==> config.mk <==
export PLATFORM = sky130hd
export DESIGN_NAME = pwmc_top
export DESIGN_NICKNAME = d
export VERILOG_FILES = /design/src/pwmc_pkg.sv /design/src/pwmc_top.sv
export VERILOG_INCLUDE_DIRS = /design/src
export SDC_FILE = /design/constraint.sdc
export NUM_CORES = 1
export LEC_CHECK = 0
export ABC_AREA = 1
export BUFFER_PORTS_ARGS = -buffer_cell sky130_fd_sc_hd__buf_4
export CAP_MARGIN = 30
export CORE_ASPECT_RATIO = 1.75
export CORE_MARGIN = 3
export CORE_UTILIZATION = 49
export CTS_CLUSTER_SIZE = 28
export DETAILED_ROUTE_END_ITERATION = 8
export MAX_ROUTING_LAYER = met4
export PLACE_DENSITY_LB_ADDON = 0.05
export SLEW_MARGIN = 20
export SYNTH_ARGS = -nofsm -noshare
export SYNTH_HDL_FRONTEND = slang
export SYNTH_SLANG_ARGS = --single-unit
==> constraint.sdc <==
create_clock -name CLOCK -period 12.9 [get_ports CLOCK]
set_clock_uncertainty 0.2 [all_clocks]
set_input_delay 0.645 -clock CLOCK [delete_from_list [all_inputs] [get_ports CLOCK]]
set_output_delay 0.645 -clock CLOCK [all_outputs]
set_load 0.05 [all_outputs]
==> src/pwmc_map.svh <==
// register offsets, field positions and reset values of the modulator
`ifndef PWMC_MAP_SVH
`define PWMC_MAP_SVH

// word indexes on the bus, byte address is four times the index
`define PWMC_IDX_CFG      6'h00
`define PWMC_IDX_SELPOL   6'h01
`define PWMC_IDX_ENABLE   6'h02
`define PWMC_IDX_PRESC    6'h03
`define PWMC_IDX_SCALE0   6'h04
`define PWMC_IDX_SCALE1   6'h05
`define PWMC_IDX_CTRL     6'h06
`define PWMC_IDX_PORT     6'h07
`define PWMC_IDX_DDR      6'h08
`define PWMC_IDX_CNT      6'h09
`define PWMC_IDX_PER      6'h0D
`define PWMC_IDX_DTY      6'h11
`define PWMC_IDX_LAST     6'h14

// fields of the join and prescale register
`define PWMC_JOIN23_BIT   7
`define PWMC_JOIN01_BIT   6
`define PWMC_CODEB_MSB    5
`define PWMC_CODEB_LSB    3
`define PWMC_CODEA_MSB    2
`define PWMC_CODEA_LSB    0
// fields of the clock select and polarity register
`define PWMC_SEL_MSB      7
`define PWMC_SEL_LSB      4
`define PWMC_POL_MSB      3
`define PWMC_POL_LSB      0
// control register
`define PWMC_CENTER_BIT   0

// reset values
`define PWMC_RST_BYTE     8'h00
`define PWMC_RST_NIB      4'h0
`define PWMC_RST_PRESC    7'h00

`endif

==> src/pwmc_pkg.sv <==
// shared types of the modulator
package pwmc_pkg;

    // counting direction in center-aligned operation
    typedef enum logic {DIR_UP, DIR_DOWN} pwmc_dir_type;

    // one channel byte
    typedef logic [7:0] pwmc_byte_type;

endpackage

==> src/pwmc_top.sv <==
// four-channel pulse-width modulator with apb registers and shared port pins
//
// Functional notes
// - four 8-bit channels, or pairs joined into 16-bit channels
// - period and duty written while enabled wait until rollover or disable
// - writes while disabled reach the buffer, then the active latch one cycle later
// - counter write clears the counter and latches buffered period and duty
// - enabled channel overrides its port pin; unused pins stay general I/O
// - joined pair 2/3: ch2 high byte, output on pin 2, ch3 clock
// - joined pair 0/1: ch0 high byte, output on pin 0, ch1 clock
// - clock A and B are bus clock divided by two to the 3-bit code
// - select bit picks unscaled clock at 0, scaled clock at 1
// - changing clock select while running may cut or stretch one pulse
// - polarity 0 starts low, high at duty; polarity 1 the reverse
// - duty counts low time at polarity 0 left-aligned, high time at 1
// - enable forces pin output without touching its direction bit
// - enable gates channel clock; all disabled stops prescale counter
// - channel clock starts and stops only on a clock edge
// - output appears when the selected clock begins its next cycle
// - 7-bit free prescale counter, writable only in special mode
// - scaled clock is base clock divided by scale plus one, then two
// - left-aligned period match resets; center-aligned match reverses
//
// The placing of the registers and the APB slave port were left to the implementer.
`timescale 1ns/1ps
`include "pwmc_map.svh"

module pwmc_top
(
    input  wire logic        CLOCK,
    input  wire logic        RSTN,
    input  wire logic        PSEL,
    input  wire logic        PENABLE,
    input  wire logic        PWRITE,
    input  wire logic [7:0]  PADDR,
    input  wire logic [31:0] PWDATA,
    output logic      [31:0] PRDATA,
    output logic             PREADY,
    output logic             PSLVERR,
    input  wire logic        SPECIAL_MODE,
    input  wire logic [3:0]  PIN_IN,
    output logic      [3:0]  PIN_OUT,
    output logic      [3:0]  PIN_OE_N
);

    // ==========================================================
    // state
    logic                 pready_q;
    logic                 pslverr_q;
    logic [31:0]          prdata_q;
    logic [7:0]           cfg_q;
    logic [7:0]           selpol_q;
    logic [3:0]           en_q;
    logic [6:0]           presc_q;
    logic [7:0]           scale_q   [2];
    logic [7:0]           scnt_q    [2];
    logic [1:0]           half_q;
    logic                 center_q;
    logic [3:0]           port_q;
    logic [3:0]           ddr_q;
    logic [3:0]           pin_s1_q;
    logic [3:0]           pin_s2_q;
    logic                 spec_s1_q;
    logic                 spec_s2_q;
    pwmc_pkg::pwmc_byte_type cnt_q   [4];
    pwmc_pkg::pwmc_byte_type per_buf_q [4];
    pwmc_pkg::pwmc_byte_type per_lat_q [4];
    pwmc_pkg::pwmc_byte_type dty_buf_q [4];
    pwmc_pkg::pwmc_byte_type dty_lat_q [4];
    pwmc_pkg::pwmc_dir_type  dir_q   [4];
    logic [3:0]           run_q;
    logic [3:0]           wave_q;
    logic [3:0]           pin_out_q;
    logic [3:0]           pin_oe_n_q;

    // ==========================================================
    // helper functions
    // divided clock tick: low code bits of the prescaler all ones
    function automatic logic pre_tick(input logic [2:0] code,
                                      input logic [6:0] cnt);
        logic [6:0] m;
        m = ~(7'h7F << code);
        return (cnt & m) == m;
    endfunction

    // channel number of a word index inside a block of four
    function automatic logic [1:0] chan_of(input logic [5:0] idx,
                                           input logic [5:0] base);
        logic [5:0] d;
        d = idx - base;
        return d[1:0];
    endfunction

    // word index lies inside a block of four
    function automatic logic in_block(input logic [5:0] idx,
                                      input logic [5:0] base);
        return (idx >= base) && (idx < base + 6'h04);
    endfunction

    // ==========================================================
    // bus decode
    wire [5:0] widx     = PADDR[7:2];
    wire       access   = PSEL & PENABLE;
    wire       fire     = access & pready_q;
    wire       wr_fire  = fire & PWRITE;
    wire       mapped   = widx <= `PWMC_IDX_LAST;
    wire [7:0] wbyte    = PWDATA[7:0];
    wire       is_cnt   = in_block(widx, `PWMC_IDX_CNT);
    wire       is_per   = in_block(widx, `PWMC_IDX_PER);
    wire       is_dty   = in_block(widx, `PWMC_IDX_DTY);
    wire [1:0] cnt_ch   = chan_of(widx, `PWMC_IDX_CNT);
    wire [1:0] per_ch   = chan_of(widx, `PWMC_IDX_PER);
    wire [1:0] dty_ch   = chan_of(widx, `PWMC_IDX_DTY);
    wire       presc_wr = wr_fire & (widx == `PWMC_IDX_PRESC);
    wire       spec     = spec_s2_q;
    wire       any_en   = |en_q;
    wire [1:0] join_w   = {cfg_q[`PWMC_JOIN23_BIT],
                           cfg_q[`PWMC_JOIN01_BIT]};
    wire [3:0] sel_w    = selpol_q[`PWMC_SEL_MSB:`PWMC_SEL_LSB];
    wire [3:0] pol_w    = selpol_q[`PWMC_POL_MSB:`PWMC_POL_LSB];
    wire [2:0] code_w [2];
    assign code_w[0] = cfg_q[`PWMC_CODEA_MSB:`PWMC_CODEA_LSB];
    assign code_w[1] = cfg_q[`PWMC_CODEB_MSB:`PWMC_CODEB_LSB];

    // read multiplexer, bits above the byte read zero
    logic [7:0] rd_byte;
    always_comb
    begin
        rd_byte = `PWMC_RST_BYTE;
        if (is_cnt)
            rd_byte = cnt_q[cnt_ch];
        else if (is_per)
            rd_byte = per_buf_q[per_ch];
        else if (is_dty)
            rd_byte = dty_buf_q[dty_ch];
        else
            case (widx)
                `PWMC_IDX_CFG:    rd_byte = cfg_q;
                `PWMC_IDX_SELPOL: rd_byte = selpol_q;
                `PWMC_IDX_ENABLE: rd_byte = {4'h0, en_q};
                `PWMC_IDX_PRESC:  rd_byte = {1'b0, presc_q};
                `PWMC_IDX_SCALE0: rd_byte = scale_q[0];
                `PWMC_IDX_SCALE1: rd_byte = scale_q[1];
                `PWMC_IDX_CTRL:   rd_byte = {7'h00, center_q};
                `PWMC_IDX_PORT:   rd_byte = {4'h0,
                                     (ddr_q & port_q) | (~ddr_q & pin_s2_q)};
                `PWMC_IDX_DDR:    rd_byte = {4'h0, ddr_q};
                default:          rd_byte = `PWMC_RST_BYTE;
            endcase
    end

    // ==========================================================
    // apb slave: one wait state, answer on the second access cycle
    always_ff @(posedge CLOCK or negedge RSTN)
    begin
        if (!RSTN)
        begin
            pready_q  <= 1'b0;
            pslverr_q <= 1'b0;
            prdata_q  <= 32'h0000_0000;
        end
        else
        begin
            pready_q  <= access & ~pready_q;
            pslverr_q <= access & ~pready_q & ~mapped;
            prdata_q  <= (access & ~pready_q) ? {24'h000000, rd_byte}
                                              : 32'h0000_0000;
        end
    end

    // control registers
    always_ff @(posedge CLOCK or negedge RSTN)
    begin
        if (!RSTN)
        begin
            cfg_q    <= `PWMC_RST_BYTE;
            selpol_q <= `PWMC_RST_BYTE;
            en_q     <= `PWMC_RST_NIB;
            center_q <= 1'b0;
            port_q   <= `PWMC_RST_NIB;
            ddr_q    <= `PWMC_RST_NIB;
        end
        else if (wr_fire)
            case (widx)
                `PWMC_IDX_CFG:    cfg_q    <= wbyte;
                `PWMC_IDX_SELPOL: selpol_q <= wbyte;
                `PWMC_IDX_ENABLE: en_q     <= wbyte[3:0];
                `PWMC_IDX_CTRL:   center_q <= wbyte[`PWMC_CENTER_BIT];
                `PWMC_IDX_PORT:   port_q   <= wbyte[3:0];
                `PWMC_IDX_DDR:    ddr_q    <= wbyte[3:0];
                default:          cfg_q    <= cfg_q;
            endcase
    end

    // pin and mode synchronisers
    always_ff @(posedge CLOCK or negedge RSTN)
    begin
        if (!RSTN)
        begin
            pin_s1_q  <= `PWMC_RST_NIB;
            pin_s2_q  <= `PWMC_RST_NIB;
            spec_s1_q <= 1'b0;
            spec_s2_q <= 1'b0;
        end
        else
        begin
            pin_s1_q  <= PIN_IN;
            pin_s2_q  <= pin_s1_q;
            spec_s1_q <= SPECIAL_MODE;
            spec_s2_q <= spec_s1_q;
        end
    end

    // ==========================================================
    // prescaler: runs only while a channel is enabled
    always_ff @(posedge CLOCK or negedge RSTN)
    begin
        if (!RSTN)
            presc_q <= `PWMC_RST_PRESC;
        else if (presc_wr && spec)
            presc_q <= wbyte[6:0];
        else if (any_en)
            presc_q <= presc_q + 7'h01;
    end

    // clock A / B ticks and scaled clocks S0 / S1
    logic [1:0] tick_ab;
    logic [1:0] s_tick;
    logic [1:0] scale_wr;
    for (genvar k = 0; k < 2; k++)
    begin : g_clk
        assign tick_ab[k]  = any_en & pre_tick(code_w[k], presc_q);
        assign s_tick[k]   = tick_ab[k] & (scnt_q[k] == 8'h00)
                             & half_q[k];
        assign scale_wr[k] = wr_fire &
                             (widx == `PWMC_IDX_SCALE0 + 6'(k));
    end

    // scale down-counters, half toggles per reload to divide by two
    always_ff @(posedge CLOCK or negedge RSTN)
    begin
        if (!RSTN)
        begin
            for (int k = 0; k < 2; k++)
            begin
                scale_q[k] <= `PWMC_RST_BYTE;
                scnt_q[k]  <= `PWMC_RST_BYTE;
            end
            half_q <= 2'h0;
        end
        else
            for (int k = 0; k < 2; k++)
            begin
                if (scale_wr[k])
                begin
                    scale_q[k] <= wbyte;
                    scnt_q[k]  <= wbyte;
                end
                else if (tick_ab[k])
                begin
                    scnt_q[k] <= (scnt_q[k] == 8'h00) ? scale_q[k]
                                                      : scnt_q[k] - 8'h01;
                    if (scnt_q[k] == 8'h00)
                        half_q[k] <= ~half_q[k];
                end
            end
    end

    // per-channel clock selection
    logic [3:0] ch_tick;
    for (genvar i = 0; i < 4; i++)
    begin : g_sel
        assign ch_tick[i] = sel_w[i] ? s_tick[i/2] : tick_ab[i/2];
    end

    // ==========================================================
    // channels: a joined pair is driven by its even (high byte) channel
    logic [15:0] nxt    [4];
    logic [3:0]  raw_tk;
    logic [3:0]  tk;
    logic [3:0]  roll;
    logic [3:0]  flip;
    logic [3:0]  lvl;
    logic [3:0]  slave;
    logic [3:0]  upd;
    logic [3:0]  cnt_wr;
    pwmc_pkg::pwmc_byte_type cnt_d [4];

    for (genvar c = 0; c < 4; c++)
    begin : g_ch
        localparam int L = (c % 2 == 0) ? c + 1 : c;
        localparam int H = (c % 2 == 1) ? c - 1 : c;
        wire        joined = (c % 2 == 0) & join_w[c/2];
        wire [15:0] cw = joined ? {cnt_q[c], cnt_q[L]}
                                : {8'h00, cnt_q[c]};
        wire [15:0] pw = joined ? {per_lat_q[c], per_lat_q[L]}
                                : {8'h00, per_lat_q[c]};
        wire [15:0] dw = joined ? {dty_lat_q[c], dty_lat_q[L]}
                                : {8'h00, dty_lat_q[c]};
        wire        at_per  = cw >= pw;
        wire        at_zero = cw == 16'h0000;
        wire        up      = dir_q[c] == pwmc_pkg::DIR_UP;
        wire [15:0] inc     = cw + 16'h0001;
        wire [15:0] dec     = cw - 16'h0001;
        wire        own     = slave[c] ? en_q[H] : en_q[c];

        assign slave[c]  = (c % 2 == 1) & join_w[c/2];
        assign cnt_wr[c] = wr_fire & is_cnt & (cnt_ch == 2'(c));
        assign raw_tk[c] = joined ? ch_tick[L] : ch_tick[c];
        assign tk[c]     = run_q[c] & raw_tk[c] & ~slave[c];
        // left-aligned wraps at period, center-aligned turns round
        assign nxt[c] = !center_q ? (at_per ? 16'h0000 : inc)
                      : up ? (at_per ? dec : inc)
                           : (at_zero ? inc : dec);
        assign roll[c] = tk[c] & (center_q ? (~up & at_zero) : at_per);
        assign flip[c] = tk[c] & center_q & (up ? at_per : at_zero);
        // duty match flips the level away from the start state
        assign lvl[c] = pol_w[c] ^
                        ((nxt[c] >= dw) & (dw < pw));
        // active latches follow buffers while off, on rollover or reset
        // a partner byte's counter write latches only inside a joined pair
        assign upd[c] = ~own | (slave[c] ? roll[H] : roll[c])
                      | cnt_wr[c]
                      | (join_w[c/2] & (cnt_wr[L] | cnt_wr[H]));
        assign cnt_d[c] = cnt_wr[c] ? 8'h00
                        : slave[c] ? (tk[H] ? nxt[H][7:0] : cnt_q[c])
                        : joined ? (tk[c] ? nxt[c][15:8] : cnt_q[c])
                        : (tk[c] ? nxt[c][7:0] : cnt_q[c]);
    end

    // counters, direction, run gate and waveform level
    always_ff @(posedge CLOCK or negedge RSTN)
    begin
        if (!RSTN)
        begin
            for (int i = 0; i < 4; i++)
            begin
                cnt_q[i] <= `PWMC_RST_BYTE;
                dir_q[i] <= pwmc_pkg::DIR_UP;
            end
            run_q  <= `PWMC_RST_NIB;
            wave_q <= `PWMC_RST_NIB;
        end
        else
            for (int i = 0; i < 4; i++)
            begin
                cnt_q[i] <= cnt_d[i];
                if (!center_q || cnt_wr[i])
                    dir_q[i] <= pwmc_pkg::DIR_UP;
                else if (flip[i])
                    dir_q[i] <= (dir_q[i] == pwmc_pkg::DIR_UP)
                                ? pwmc_pkg::DIR_DOWN : pwmc_pkg::DIR_UP;
                if (raw_tk[i])
                    run_q[i] <= en_q[i];
                if (!run_q[i])
                    wave_q[i] <= pol_w[i];
                else if (tk[i])
                    wave_q[i] <= lvl[i];
            end
    end

    // period and duty buffers and active latches
    always_ff @(posedge CLOCK or negedge RSTN)
    begin
        if (!RSTN)
            for (int i = 0; i < 4; i++)
            begin
                per_buf_q[i] <= `PWMC_RST_BYTE;
                per_lat_q[i] <= `PWMC_RST_BYTE;
                dty_buf_q[i] <= `PWMC_RST_BYTE;
                dty_lat_q[i] <= `PWMC_RST_BYTE;
            end
        else
            for (int i = 0; i < 4; i++)
            begin
                if (wr_fire && is_per && per_ch == 2'(i))
                    per_buf_q[i] <= wbyte;
                if (wr_fire && is_dty && dty_ch == 2'(i))
                    dty_buf_q[i] <= wbyte;
                if (upd[i])
                begin
                    per_lat_q[i] <= per_buf_q[i];
                    dty_lat_q[i] <= dty_buf_q[i];
                end
            end
    end

    // ==========================================================
    // shared port pins: enabled channel owns the pin
    wire [3:0] pwm_own = en_q & ~slave;
    always_ff @(posedge CLOCK or negedge RSTN)
    begin
        if (!RSTN)
        begin
            pin_out_q  <= `PWMC_RST_NIB;
            pin_oe_n_q <= 4'hF;
        end
        else
        begin
            pin_out_q  <= (pwm_own & wave_q) | (~pwm_own & port_q);
            pin_oe_n_q <= ~(pwm_own | ddr_q);
        end
    end

    assign PRDATA   = prdata_q;
    assign PREADY   = pready_q;
    assign PSLVERR  = pslverr_q;
    assign PIN_OUT  = pin_out_q;
    assign PIN_OE_N = pin_oe_n_q;
endmodule

==> reports/metrics.sh, run 1 <==
OUTCOME='finished with violations'
FAILED_CHECKS='negative hold slack'
HOLD_PATH_CLASS='in -> async'
PERIOD_SHARE_PCT=46.1
LAYOUT_COMMONEST_CELL='sky130_fd_sc_hd__nand2_1'
REG2REGPATHDEPTH=27
REG2REG_SETUP_SLACK_PS=6960
P_INT_W=0.00185
POST-CTS-SETUP-BUFFER-COUNT=0
WORST_SLEW_MARGIN_REL_PCT=33.1
MOSTFREQUENTLAYOUTCELLS='858 x sky130_fd_sc_hd__nand2_1, 318 x sky130_fd_sc_hd__inv_1, 264 x sky130_fd_sc_hd__dfrtp_1'
ROUTE.DETAILED.DRC=0
CRITICAL_PATH_CLASS='reg -> reg'
SYNTH-EDFF-COUNT=0
WORST-ENDPOINT-ARRIVAL_PS=6200
WORST_PATH_DOMINANT_CELL_FAMILY='simple AND/OR/NAND/NOR gates'
FILLERS=4012
FINAL-SEQ-AREA_UM2=6760
IO_BUFFER_COUNT=41
VIAS=19600
MAXCAP_VIOL_COUNT=0
YS_TYPES=55
COMB_POWER_SHARE_PCT=40.3
FINALHOLDVIOLCOUNT=19
MAXSLEWVIOLCOUNT=0
PLACED_AREA_UM2=20600
CLKTRANSATPATHREGS_PS=60
CORE_UM2=40200
CLK_LATENCY_PS=570
WORSTPATHBUFFERINVERTERCOUNT=4
CRITICAL_PATH.REG2REG.ENDPOINT='wave_q[0]'
CTS_HOLD_REPAIR.BUFFERS=5
CRITPATHLAUNCHTYPE='flip-flop'
GRT_START_MAX_NET_PINS=146
POWER_SWITCHING_W=0.00135
YS_ASYNC_SR_FRACTION_PCT=100
SLOWEST_STAGE='sky130_fd_sc_hd__dfrtp_2'
NUM_ROWS=97
CTS.REPAIR.RESIZED=0
CRIT_PATH_MAX_FANOUT=71
ANTENNA_FOUND_INITIAL=0
WORSTREG2REGSTART='cfg_q[6]'
YS_FF_LATCH=270
POWER.DENSITY_CELL_AREA_nW_PER_UM2=147
SYNTHESIS.AREA_UM2=20000
WORST_IR_DROP_VDD_mV=0.128
GLOBALROUTE.TOTALOVERFLOW=0
CLOCK_TREE.HTREE_LEVEL_COUNT=1
LEAKAGEPOWER_nW=11.0
TIMING.FMAX_GHz=0.168
DIE-HEIGHT_UM=273
P_CLK_SHARE_PCT=26.7
ROUTE.DETAILED.WL_PER_INST_UM=21.3
DPL.HPWL_UM=56700
TOTAL_POWER_W=0.00319
CTS-BUFFERS-INSERTED=28
DATA_REQUIRED_TIME_OF_THE_CRITICAL_PATH_PS=13160
CTS_TREE='built'
NUMBER_OF_GLOBAL_ROUTE_VIAS_BEFORE_REPAIR=19300
SYN-MEAN-INSTANCE-AREA_UM2=7.04
SYN_INST=2843
WORST-PATH-STAGES=27
LAYOUT-DRIVE-GT1-SHARE_PCT=6.30
FLOORPLAN.IO_PINS=92
INITIAL_UTILIZATION_PCT=49.8
TIGHTEST_SLEW_PS=1000
SETUP_TOTAL_NEGATIVE_SLACK_PS=0
SHARE_SEQ_OF_TOTAL_POWER_PCT=33.1
POST-ROUTE-MIN-PERIOD_PS=5940
GLOBAL_PLACEMENT_ROUTABILITY_CONGESTION=1.00
SYNTH_WARNINGS=0
FIRST_ITERATION_DETAILED_ROUTING_DRC_COUNT=1594
SYNTHTOLAYOUTAREAGROWTH_PCT=8.14
POST_DRT_VIA_CELL_RATIO=5.74
DRT.ANTENNA.VIOLATING_NETS=0
SYNTH_SEQ_AREA_SHARE_PCT=33.8
FLOORPLAN.DIE.WIDTH_UM=159
SWITCHING_SHARE_PCT=42.2
FINAL_ROUTED_WIRELENGTH_UM=73000
SYNTH-MAIN-FF-CELL='sky130_fd_sc_hd__dfrtp_1'
DIE_AREA_UM2=43400
CLOCK_ROOT_BUFFER='sky130_fd_sc_hd__clkbuf_16'
MAX_STAGE_DELAY_PS=750
COUNT_OF_FINAL_SETUP_VIOLATORS=0
MAX-CLOCK-PATH-BUFFERS=3
CRITPATHLAUNCH='cfg_q[6]'
FIRST_PASS_GRT_WIRE_LENGTH_UM=110000
FIRST_PASS_ITERS=5
GR-USAGE-ALL-LAYERS_PCT=33.9
FINAL_DESIGN_AREA_NO_FILL_UM2=21600
GRT_SETUP_UNREPAIRED='no'
TIMING.HOLD.WS_PS=-18.5
MULTIINPUTGATEAREA_UM2=11500
CTS_NUM_SINKS=270
ENDPOINT='wave_q[0]'
NETS=3067
CRITICAL-PATH-TOP-CELL-BY-COUNT='sky130_fd_sc_hd__nand2_1'
WORST_SETUP_PATH_END_KIND='flip-flop'
[worst reg2reg max path: cells and delay by family (launching register included)]
| family | cells | cell delay, ps |
|---|---|---|
| simple gates | 16 | 1920 |
| buf+inv | 4 | 1260 |
| compound gates | 5 | 1120 |
| flops | 1 | 750 |
| fa+ha+maj | 2 | 590 |
[cells by family (layout without fill, tap and decap cells)]
family | Yosys count | in the layout | synth area share, %
buf+inv | 437 | 445 | 9.19
xor+xnor | 60 | 60 | 2.63
flops | 270 | 270 | 33.8
other cells | 1 | 25 | 0.0187
simple gates | 1383 | 1383 | 29.2
compound gates | 525 | 525 | 14.7
mux | 2 | 2 | 0.113
fa+ha+maj | 165 | 165 | 10.3
[power groups by stage]
stage / sequential (W) / clock [W] / combinational (W)
floorplan: 0.00101 / 0 / 0.000937
global placement: 0.00106 / 0 / 0.00124
detailed placement: 0.00107 / 0 / 0.00126
CTS: 0.00105 / 0.000867 / 0.00128
global route: 0.00106 / 0.000898 / 0.00146
finish: 0.00106 / 0.000852 / 0.00129
[layer usage]
layer  GRT usage (%)  vias to the layer above  wire, µm
met5               -                        -         0
met4            23.5                        0      6410
met3            2.50                      283      3260
met2            60.5                      710     36700
met1            35.8                     9313     26500
li1                -                     9312         -
[cell type report]
class | count | area share (%)
multi-input combinational | 2159 | 53.1
sequential | 270 | 31.2
inverter | 333 | 5.78
clock buffer | 40 | 3.91
tap | 544 | 3.14
timing repair buffer | 60 | 2.23
clock inverter | 12 | 0.532
antenna | 1 | 0.0116
[synthesized netlist by cell type (3+ instances only)]
library cell,number,share of area (%)
sky130_fd_sc_hd__a211oi_1,8,0.30
sky130_fd_sc_hd__a21oi_1,133,3.3
sky130_fd_sc_hd__a31oi_1,6,0.19
sky130_fd_sc_hd__a32o_1,3,0.15
sky130_fd_sc_hd__buf_1,4,0.075
sky130_fd_sc_hd__buf_2,18,0.45
sky130_fd_sc_hd__buf_4,28,1.1
sky130_fd_sc_hd__buf_6,5,0.28
sky130_fd_sc_hd__clkbuf_1,47,0.88
sky130_fd_sc_hd__clkinv_1,4,0.075
sky130_fd_sc_hd__dfrtp_1,266,33
sky130_fd_sc_hd__dfstp_2,4,0.53
sky130_fd_sc_hd__ha_1,165,10
sky130_fd_sc_hd__inv_1,318,6.0
sky130_fd_sc_hd__inv_2,10,0.19
sky130_fd_sc_hd__nand2_1,858,16
sky130_fd_sc_hd__nand2_2,12,0.38
sky130_fd_sc_hd__nand2_4,4,0.23
sky130_fd_sc_hd__nand3_1,197,4.9
sky130_fd_sc_hd__nand3_2,4,0.20
sky130_fd_sc_hd__nand3b_1,14,0.53
sky130_fd_sc_hd__nand4_1,36,1.1
sky130_fd_sc_hd__nor2_1,193,3.6
sky130_fd_sc_hd__nor2_2,11,0.34
sky130_fd_sc_hd__nor2_4,8,0.45
sky130_fd_sc_hd__nor3_1,34,0.85
sky130_fd_sc_hd__nor4_1,3,0.094
sky130_fd_sc_hd__o2111ai_1,4,0.18
sky130_fd_sc_hd__o211ai_1,26,0.98
sky130_fd_sc_hd__o21a_1,17,0.64
sky130_fd_sc_hd__o21ai_0,263,6.6
sky130_fd_sc_hd__o21ai_1,13,0.33
sky130_fd_sc_hd__o21ai_2,9,0.39
sky130_fd_sc_hd__o21bai_1,3,0.11
sky130_fd_sc_hd__o221ai_1,11,0.48
sky130_fd_sc_hd__o22ai_1,19,0.59
sky130_fd_sc_hd__or2_2,4,0.12
sky130_fd_sc_hd__xnor2_1,10,0.44
sky130_fd_sc_hd__xor2_1,50,2.2
[flip-flops by register name, indices dropped and copies added (netlist names), 7 cells and up]
register	count
presc_q	7
scale_q	16
per_lat_q	16
g_ch.pw	16
dty_lat_q	32
PRDATA	8
cnt_q	32
dty_buf_q	32
cfg_q	8
scnt_q	16
per_buf_q	32
selpol_q	8
[how the worst min path moves through the flow]
stage                           start          end  slack (ps)  depth (start not counted)
after global routing             RSTN   scnt_q[14]          60                          1
final                            RSTN   scnt_q[13]         -20                          1
after global placement    pin_s1_q[2]  pin_s2_q[2]         130                          0
after CTS                        RSTN   scnt_q[13]          20                          1
after detailed placement  pin_s1_q[3]  pin_s2_q[3]         130                          0
after floorplan           pin_s1_q[0]  pin_s2_q[0]         130                          0
[per-stage QoR]
step | instances | worst slack, ps | util [%]
floorplan | 2866 | 8760 | -
global placement | 3358 | 7060 | 51.3
detailed placement | 3359 | 7060 | 51.3
CTS | 3416 | 7030 | 53.8
global route | 3418 | 6570 | 53.9
finish | 3419 | 6960 | 53.9
Note: power is estimated with default switching activity, not from simulation.
==> run 2: changes to the inputs <==
--- a/config.mk
+++ b/config.mk
@@ -6,7 +6,7 @@
 export SDC_FILE = /design/constraint.sdc
 export NUM_CORES = 1
 export LEC_CHECK = 0
-export ABC_AREA = 1
+export ABC_AREA = 0
 export BUFFER_PORTS_ARGS = -buffer_cell sky130_fd_sc_hd__buf_4
 export CAP_MARGIN = 30
 export CORE_ASPECT_RATIO = 1.75
==> constraint.sdc (replaced) <==
create_clock -name CLOCK -period 5.3 [get_ports CLOCK]
set_clock_uncertainty 0.2 [all_clocks]
set_input_delay 0.265 -clock CLOCK [delete_from_list [all_inputs] [get_ports CLOCK]]
set_output_delay 0.265 -clock CLOCK [all_outputs]
set_load 0.05 [all_outputs]
==> reports/metrics.sh, run 2 <==
MOSTFREQUENTLAYOUTCELLS='264 x sky130_fd_sc_hd__dfrtp_1, 207 x sky130_fd_sc_hd__nand2_1, 183 x sky130_fd_sc_hd__buf_4'  # was 858 x sky130_fd_sc_hd__nand2_1, 318 x sky130_fd_sc_hd__inv_1, 264 x sky130_fd_sc_hd__dfrtp_1
LIBRARY_CELL_WITH_THE_HIGHEST_INSTANCE_COUNT_AFTER_SYNTHESIS='sky130_fd_sc_hd__dfrtp_1'  # was sky130_fd_sc_hd__nand2_1
LAYOUT-DRIVE-GT1-SHARE_PCT=21.4  # was 6.30%
CTS_NUM_SINKS=270  # unchanged
ROUTE.DETAILED.WL_PER_INST_UM=26.6  # was 21.3 µm
FINALHOLDVIOLCOUNT=0  # was 19
LAYOUT.CORE_UTILIZATION_PCT=56.6  # was 53.9%
PERIOD_SHARE_PCT=99.4  # was 46.1%
GRT.MET3_USAGE_PCT=3.57  # was 2.50%
SYNTHESIS.AREA_UM2=19900  # was 20,000 µm²
INITIAL_UTILIZATION_PCT=49.8  # about the same
GRT_SETUP_UNREPAIRED='yes'  # was no
LAYOUT_COMMONEST_CELL='sky130_fd_sc_hd__dfrtp_1'  # was sky130_fd_sc_hd__nand2_1
SYNTH-EDFF-COUNT=0  # unchanged
FLOORPLAN.IO_PINS=92  # unchanged
POST_DRT_VIA_CELL_RATIO=6.35  # was 5.74
MULTIINPUTGATEAREA_UM2=12200  # was 11,500 µm²
SYNTH_SEQ_AREA_SHARE_PCT=33.9  # was 33.8%
FIRST_PASS_ITERS=7  # was 5
DIE-HEIGHT_UM=273  # about the same
DIE_AREA_UM2=43200  # was 43,400 µm²
MAXCAP_VIOL_COUNT=0  # unchanged
TIMING.FMAX_GHz=0.190  # was 0.168 GHz
FINAL_CELLS=2755  # was 3,419
CLOCK_TREE.HTREE_LEVEL_COUNT=1  # unchanged
SYNTHTOLAYOUTAREAGROWTH_PCT=13.8  # was 8.14%
DRT.ANTENNA.VIOLATING_NETS=0  # unchanged
SYNTH.AREA.TOP_CELLS='sky130_fd_sc_hd__dfrtp_1 33%, sky130_fd_sc_hd__ha_1 10%, sky130_fd_sc_hd__mux2_2 8.8%, sky130_fd_sc_hd__nand2_1 3.9%, sky130_fd_sc_hd__a21oi_1 2.9%'  # was sky130_fd_sc_hd__dfrtp_1 33%, sky130_fd_sc_hd__nand2_1 16%, sky130_fd_sc_hd__ha_1 10%, sky130_fd_sc_hd__o21ai_0 6.6%, sky130_fd_sc_hd__inv_1 6.0%
FINAL-SEQ-AREA_UM2=6770  # was 6760 µm²
PLACEDCELLCOUNT=2674  # was 3,359
YS_FF_LATCH=270  # unchanged
USE_MET1_PCT=37.1  # was 35.8%
YOSYSTOPAREACELLSHARE_PCT=33.4  # was 33.3%
CLOCK_ROOT_BUFFER='sky130_fd_sc_hd__clkbuf_16'  # unchanged
CTS-BUFFERS-INSERTED=29  # was 28
CLKTRANSATPATHREGS_PS=60  # about the same
FIRST_ITERATION_DETAILED_ROUTING_DRC_COUNT=1317  # was 1,594
POST_SYNTH_MOST_FREQUENT_CELLS='266 x sky130_fd_sc_hd__dfrtp_1, 207 x sky130_fd_sc_hd__nand2_1, 165 x sky130_fd_sc_hd__ha_1'  # was 858 x sky130_fd_sc_hd__nand2_1, 318 x sky130_fd_sc_hd__inv_1, 266 x sky130_fd_sc_hd__dfrtp_1
ROUTE.DETAILED.DRC=0  # unchanged
GLOBALROUTE.BUSIESTLAYER='met2'  # unchanged
POWER.DENSITY_CELL_AREA_nW_PER_UM2=229  # was 147 nW/µm²
NETLIST.TOP_CELL.BY_AREA='sky130_fd_sc_hd__dfrtp_1'  # unchanged
GRT_START_MAX_NET_PINS=110  # was 146
POST-ROUTE-MIN-PERIOD_PS=5270  # was 5940 ps
MAXSLEWVIOLCOUNT=0  # unchanged
GLOBAL_PLACEMENT_ROUTABILITY_CONGESTION=0.993  # was 1.00
GR-USAGE-ALL-LAYERS_PCT=34.6  # was 33.9%
DATA_REQUIRED_TIME_OF_THE_CRITICAL_PATH_PS=5570  # was 13,160 ps
SYN_INST=2118  # was 2,843
SYN-MEAN-INSTANCE-AREA_UM2=9.41  # was 7.04 µm²
YS_TYPES=96  # was 55
NETS=2451  # was 3,067
CRITPATHLAUNCHTYPE='flip-flop'  # unchanged
OUTCOME='finished, final reports clean'  # was finished with violations
GLOBAL_ROUTING_USAGE_ON_MET2_PCT=58.3  # was 60.5%
WORST_IR_DROP_VDD_mV=0.226  # was 0.128 mV
FIRST_PASS_GRT_WIRE_LENGTH_UM=109000  # was 110,000 µm
CORE_UM2=40100  # was 40,200 µm²
CTS_TREE='built'  # unchanged
MAX-CLOCK-PATH-BUFFERS=3  # unchanged
NUM_ROWS=97  # unchanged
VIAS=17500  # was 19,600
GLOBALROUTE.TOTALOVERFLOW=0  # unchanged
TIGHTEST_SLEW_PS=969  # was 1000 ps
WORST_SLEW_MARGIN_REL_PCT=34.7  # was 33.1%
SYNTH-MAIN-FF-CELL='sky130_fd_sc_hd__dfrtp_1'  # unchanged
FLOORPLAN.DIE.WIDTH_UM=158  # was 159 µm
CLK_LATENCY_PS=600  # was 570 ps
WORST-ENDPOINT-ARRIVAL_PS=5540  # was 6200 ps
CRIT_PATH_MAX_FANOUT=9  # was 71
YS_ASYNC_SR_FRACTION_PCT=100  # unchanged
HOLD_PATH_CLASS='in -> async'  # unchanged
IO_BUFFER_COUNT=41  # unchanged
ANTENNA_FOUND_INITIAL=2  # was 0
WORST_SETUP_PATH_END_KIND='flip-flop'  # unchanged
COUNT_OF_FINAL_SETUP_VIOLATORS=0  # unchanged
FINAL_ROUTED_WIRELENGTH_UM=73300  # was 73,000 µm
CRITICAL_PATH_CLASS='reg -> reg'  # unchanged
DPL.HPWL_UM=57500  # was 56,700 µm
LEAKAGEPOWER_nW=10.9  # was 11.0 nW
NUMBER_OF_GLOBAL_ROUTE_VIAS_BEFORE_REPAIR=17600  # was 19,300
FILLERS=3618  # was 4,012
SYNTH_WARNINGS=0  # unchanged
[run 2: cell types whose count changed in the layout (fill, tap and decap cells not counted), moves of 25 or more]
| cell | before | now |
|---|---|---|
| sky130_fd_sc_hd__nand2b_1 | 0 | 25 |
| sky130_fd_sc_hd__nor2_1 | 193 | 126 |
| sky130_fd_sc_hd__xor2_1 | 50 | 12 |
| sky130_fd_sc_hd__mux2_2 | 2 | 155 |
| sky130_fd_sc_hd__buf_4 | 53 | 183 |
| sky130_fd_sc_hd__o21ai_0 | 263 | 98 |
| sky130_fd_sc_hd__nand3_1 | 197 | 42 |
| sky130_fd_sc_hd__nand2_1 | 858 | 207 |
| sky130_fd_sc_hd__a21o_1 | 1 | 33 |
| sky130_fd_sc_hd__mux2i_1 | 0 | 49 |
| sky130_fd_sc_hd__inv_1 | 318 | 127 |
[run 2: critical path: stages, from the launching register on]
cell and delay, ps:
sky130_fd_sc_hd__dfrtp_4 580, sky130_fd_sc_hd__buf_4 230, sky130_fd_sc_hd__o21ai_1 460, sky130_fd_sc_hd__ha_1 260, sky130_fd_sc_hd__o21ai_0 130, sky130_fd_sc_hd__a2111oi_2 480, sky130_fd_sc_hd__a22oi_2 160, sky130_fd_sc_hd__a21oi_2 230
sky130_fd_sc_hd__a21o_2 290, sky130_fd_sc_hd__nor2_1 70, sky130_fd_sc_hd__a21oi_1 200, sky130_fd_sc_hd__a21oi_1 110, sky130_fd_sc_hd__buf_4 160, sky130_fd_sc_hd__ha_1 200, sky130_fd_sc_hd__or3_1 380, sky130_fd_sc_hd__a221oi_1 280
sky130_fd_sc_hd__o21ai_0 130, sky130_fd_sc_hd__a31oi_1 210, sky130_fd_sc_hd__buf_4 150, sky130_fd_sc_hd__nor3_1 30, sky130_fd_sc_hd__mux2i_1 130, sky130_fd_sc_hd__nand2_1 60
[run 2: timing repair]
item | 4_1_cts | 5_1_grt
hold buffers | 20 | 0
endpoints found under the setup margin | 2 | 2
buffers inserted | 0 | 5
hold endpoints to repair | 240 | 0
pin swaps | 0 | 1
gates resized for setup | 4 | 18
[run 2: cell families after synthesis]
| kind of cell | Yosys count | synth area share, % |
|---|---|---|
| muxes | 244 | 15.0 |
| adders and majority gates | 165 | 10.4 |
| AOI/OAI and AO/OA | 495 | 17.1 |
| xor gates and xnor gates | 45 | 1.98 |
| and+or+nand+nor | 626 | 15.7 |
| other | 1 | 0.0188 |
| DFF | 270 | 33.9 |
| buffers and inverters | 272 | 5.93 |
[run 2: where the power goes]
group | internal, W | switching [W]
clock network | 0.00115 | 0.000925
registers | 0.00216 | 0.000129
logic | 0.000327 | 0.000499
total | 0.00363 | 0.00155
[run 2: final timing paths]
check | slack, ps | start | cells after the start | to
max | 30 | cfg_q[6] | 21 | wave_q[0]
min | 80 | RSTN | 2 | scnt_q[8]
max reg2reg | 30 | cfg_q[6] | 21 | wave_q[0]
min reg2reg | 150 | pin_s1_q[0] | 0 | pin_s2_q[0]
max in group asynchronous | 3640 | RSTN | 3 | cnt_q[6]
min in group CLOCK | 130 | PIN_IN[2] | 2 | pin_s1_q[2]
[run 2: through the flow]
stage	hold WS, ps	setup TNS [ps]	cell area (µm²)	total power, W	worst slack [ps]
floorplan	-231	0	20100	0.00283	47.8
global route	115	-113	22700	0.00539	-113
finish	80.8	0	22700	0.00519	30.7
global placement	132	-187	21400	0.00310	-187
CTS	107	0	22500	0.00520	44.9
detailed placement	138	-149	21400	0.00312	-148
[run 2: area by class of cell]
cell class,instances,share of cell area (%)
well taps,495,2.73
multi-input cells,1599,53.8
repair buffers,209,7.30
inverters,127,2.10
flip-flops and latches,270,29.8
clock buffers,39,3.63
clock inverters,14,0.590
diodes,2,0.0221
[run 2: metal layers]
layer,part of all wire (%),routed length [µm],vias to the layer above
li1,-,-,7996
met1,36,26200,8679
met2,51,37100,600
met3,4.4,3190,226
met4,9.3,6800,0
met5,0,0,-
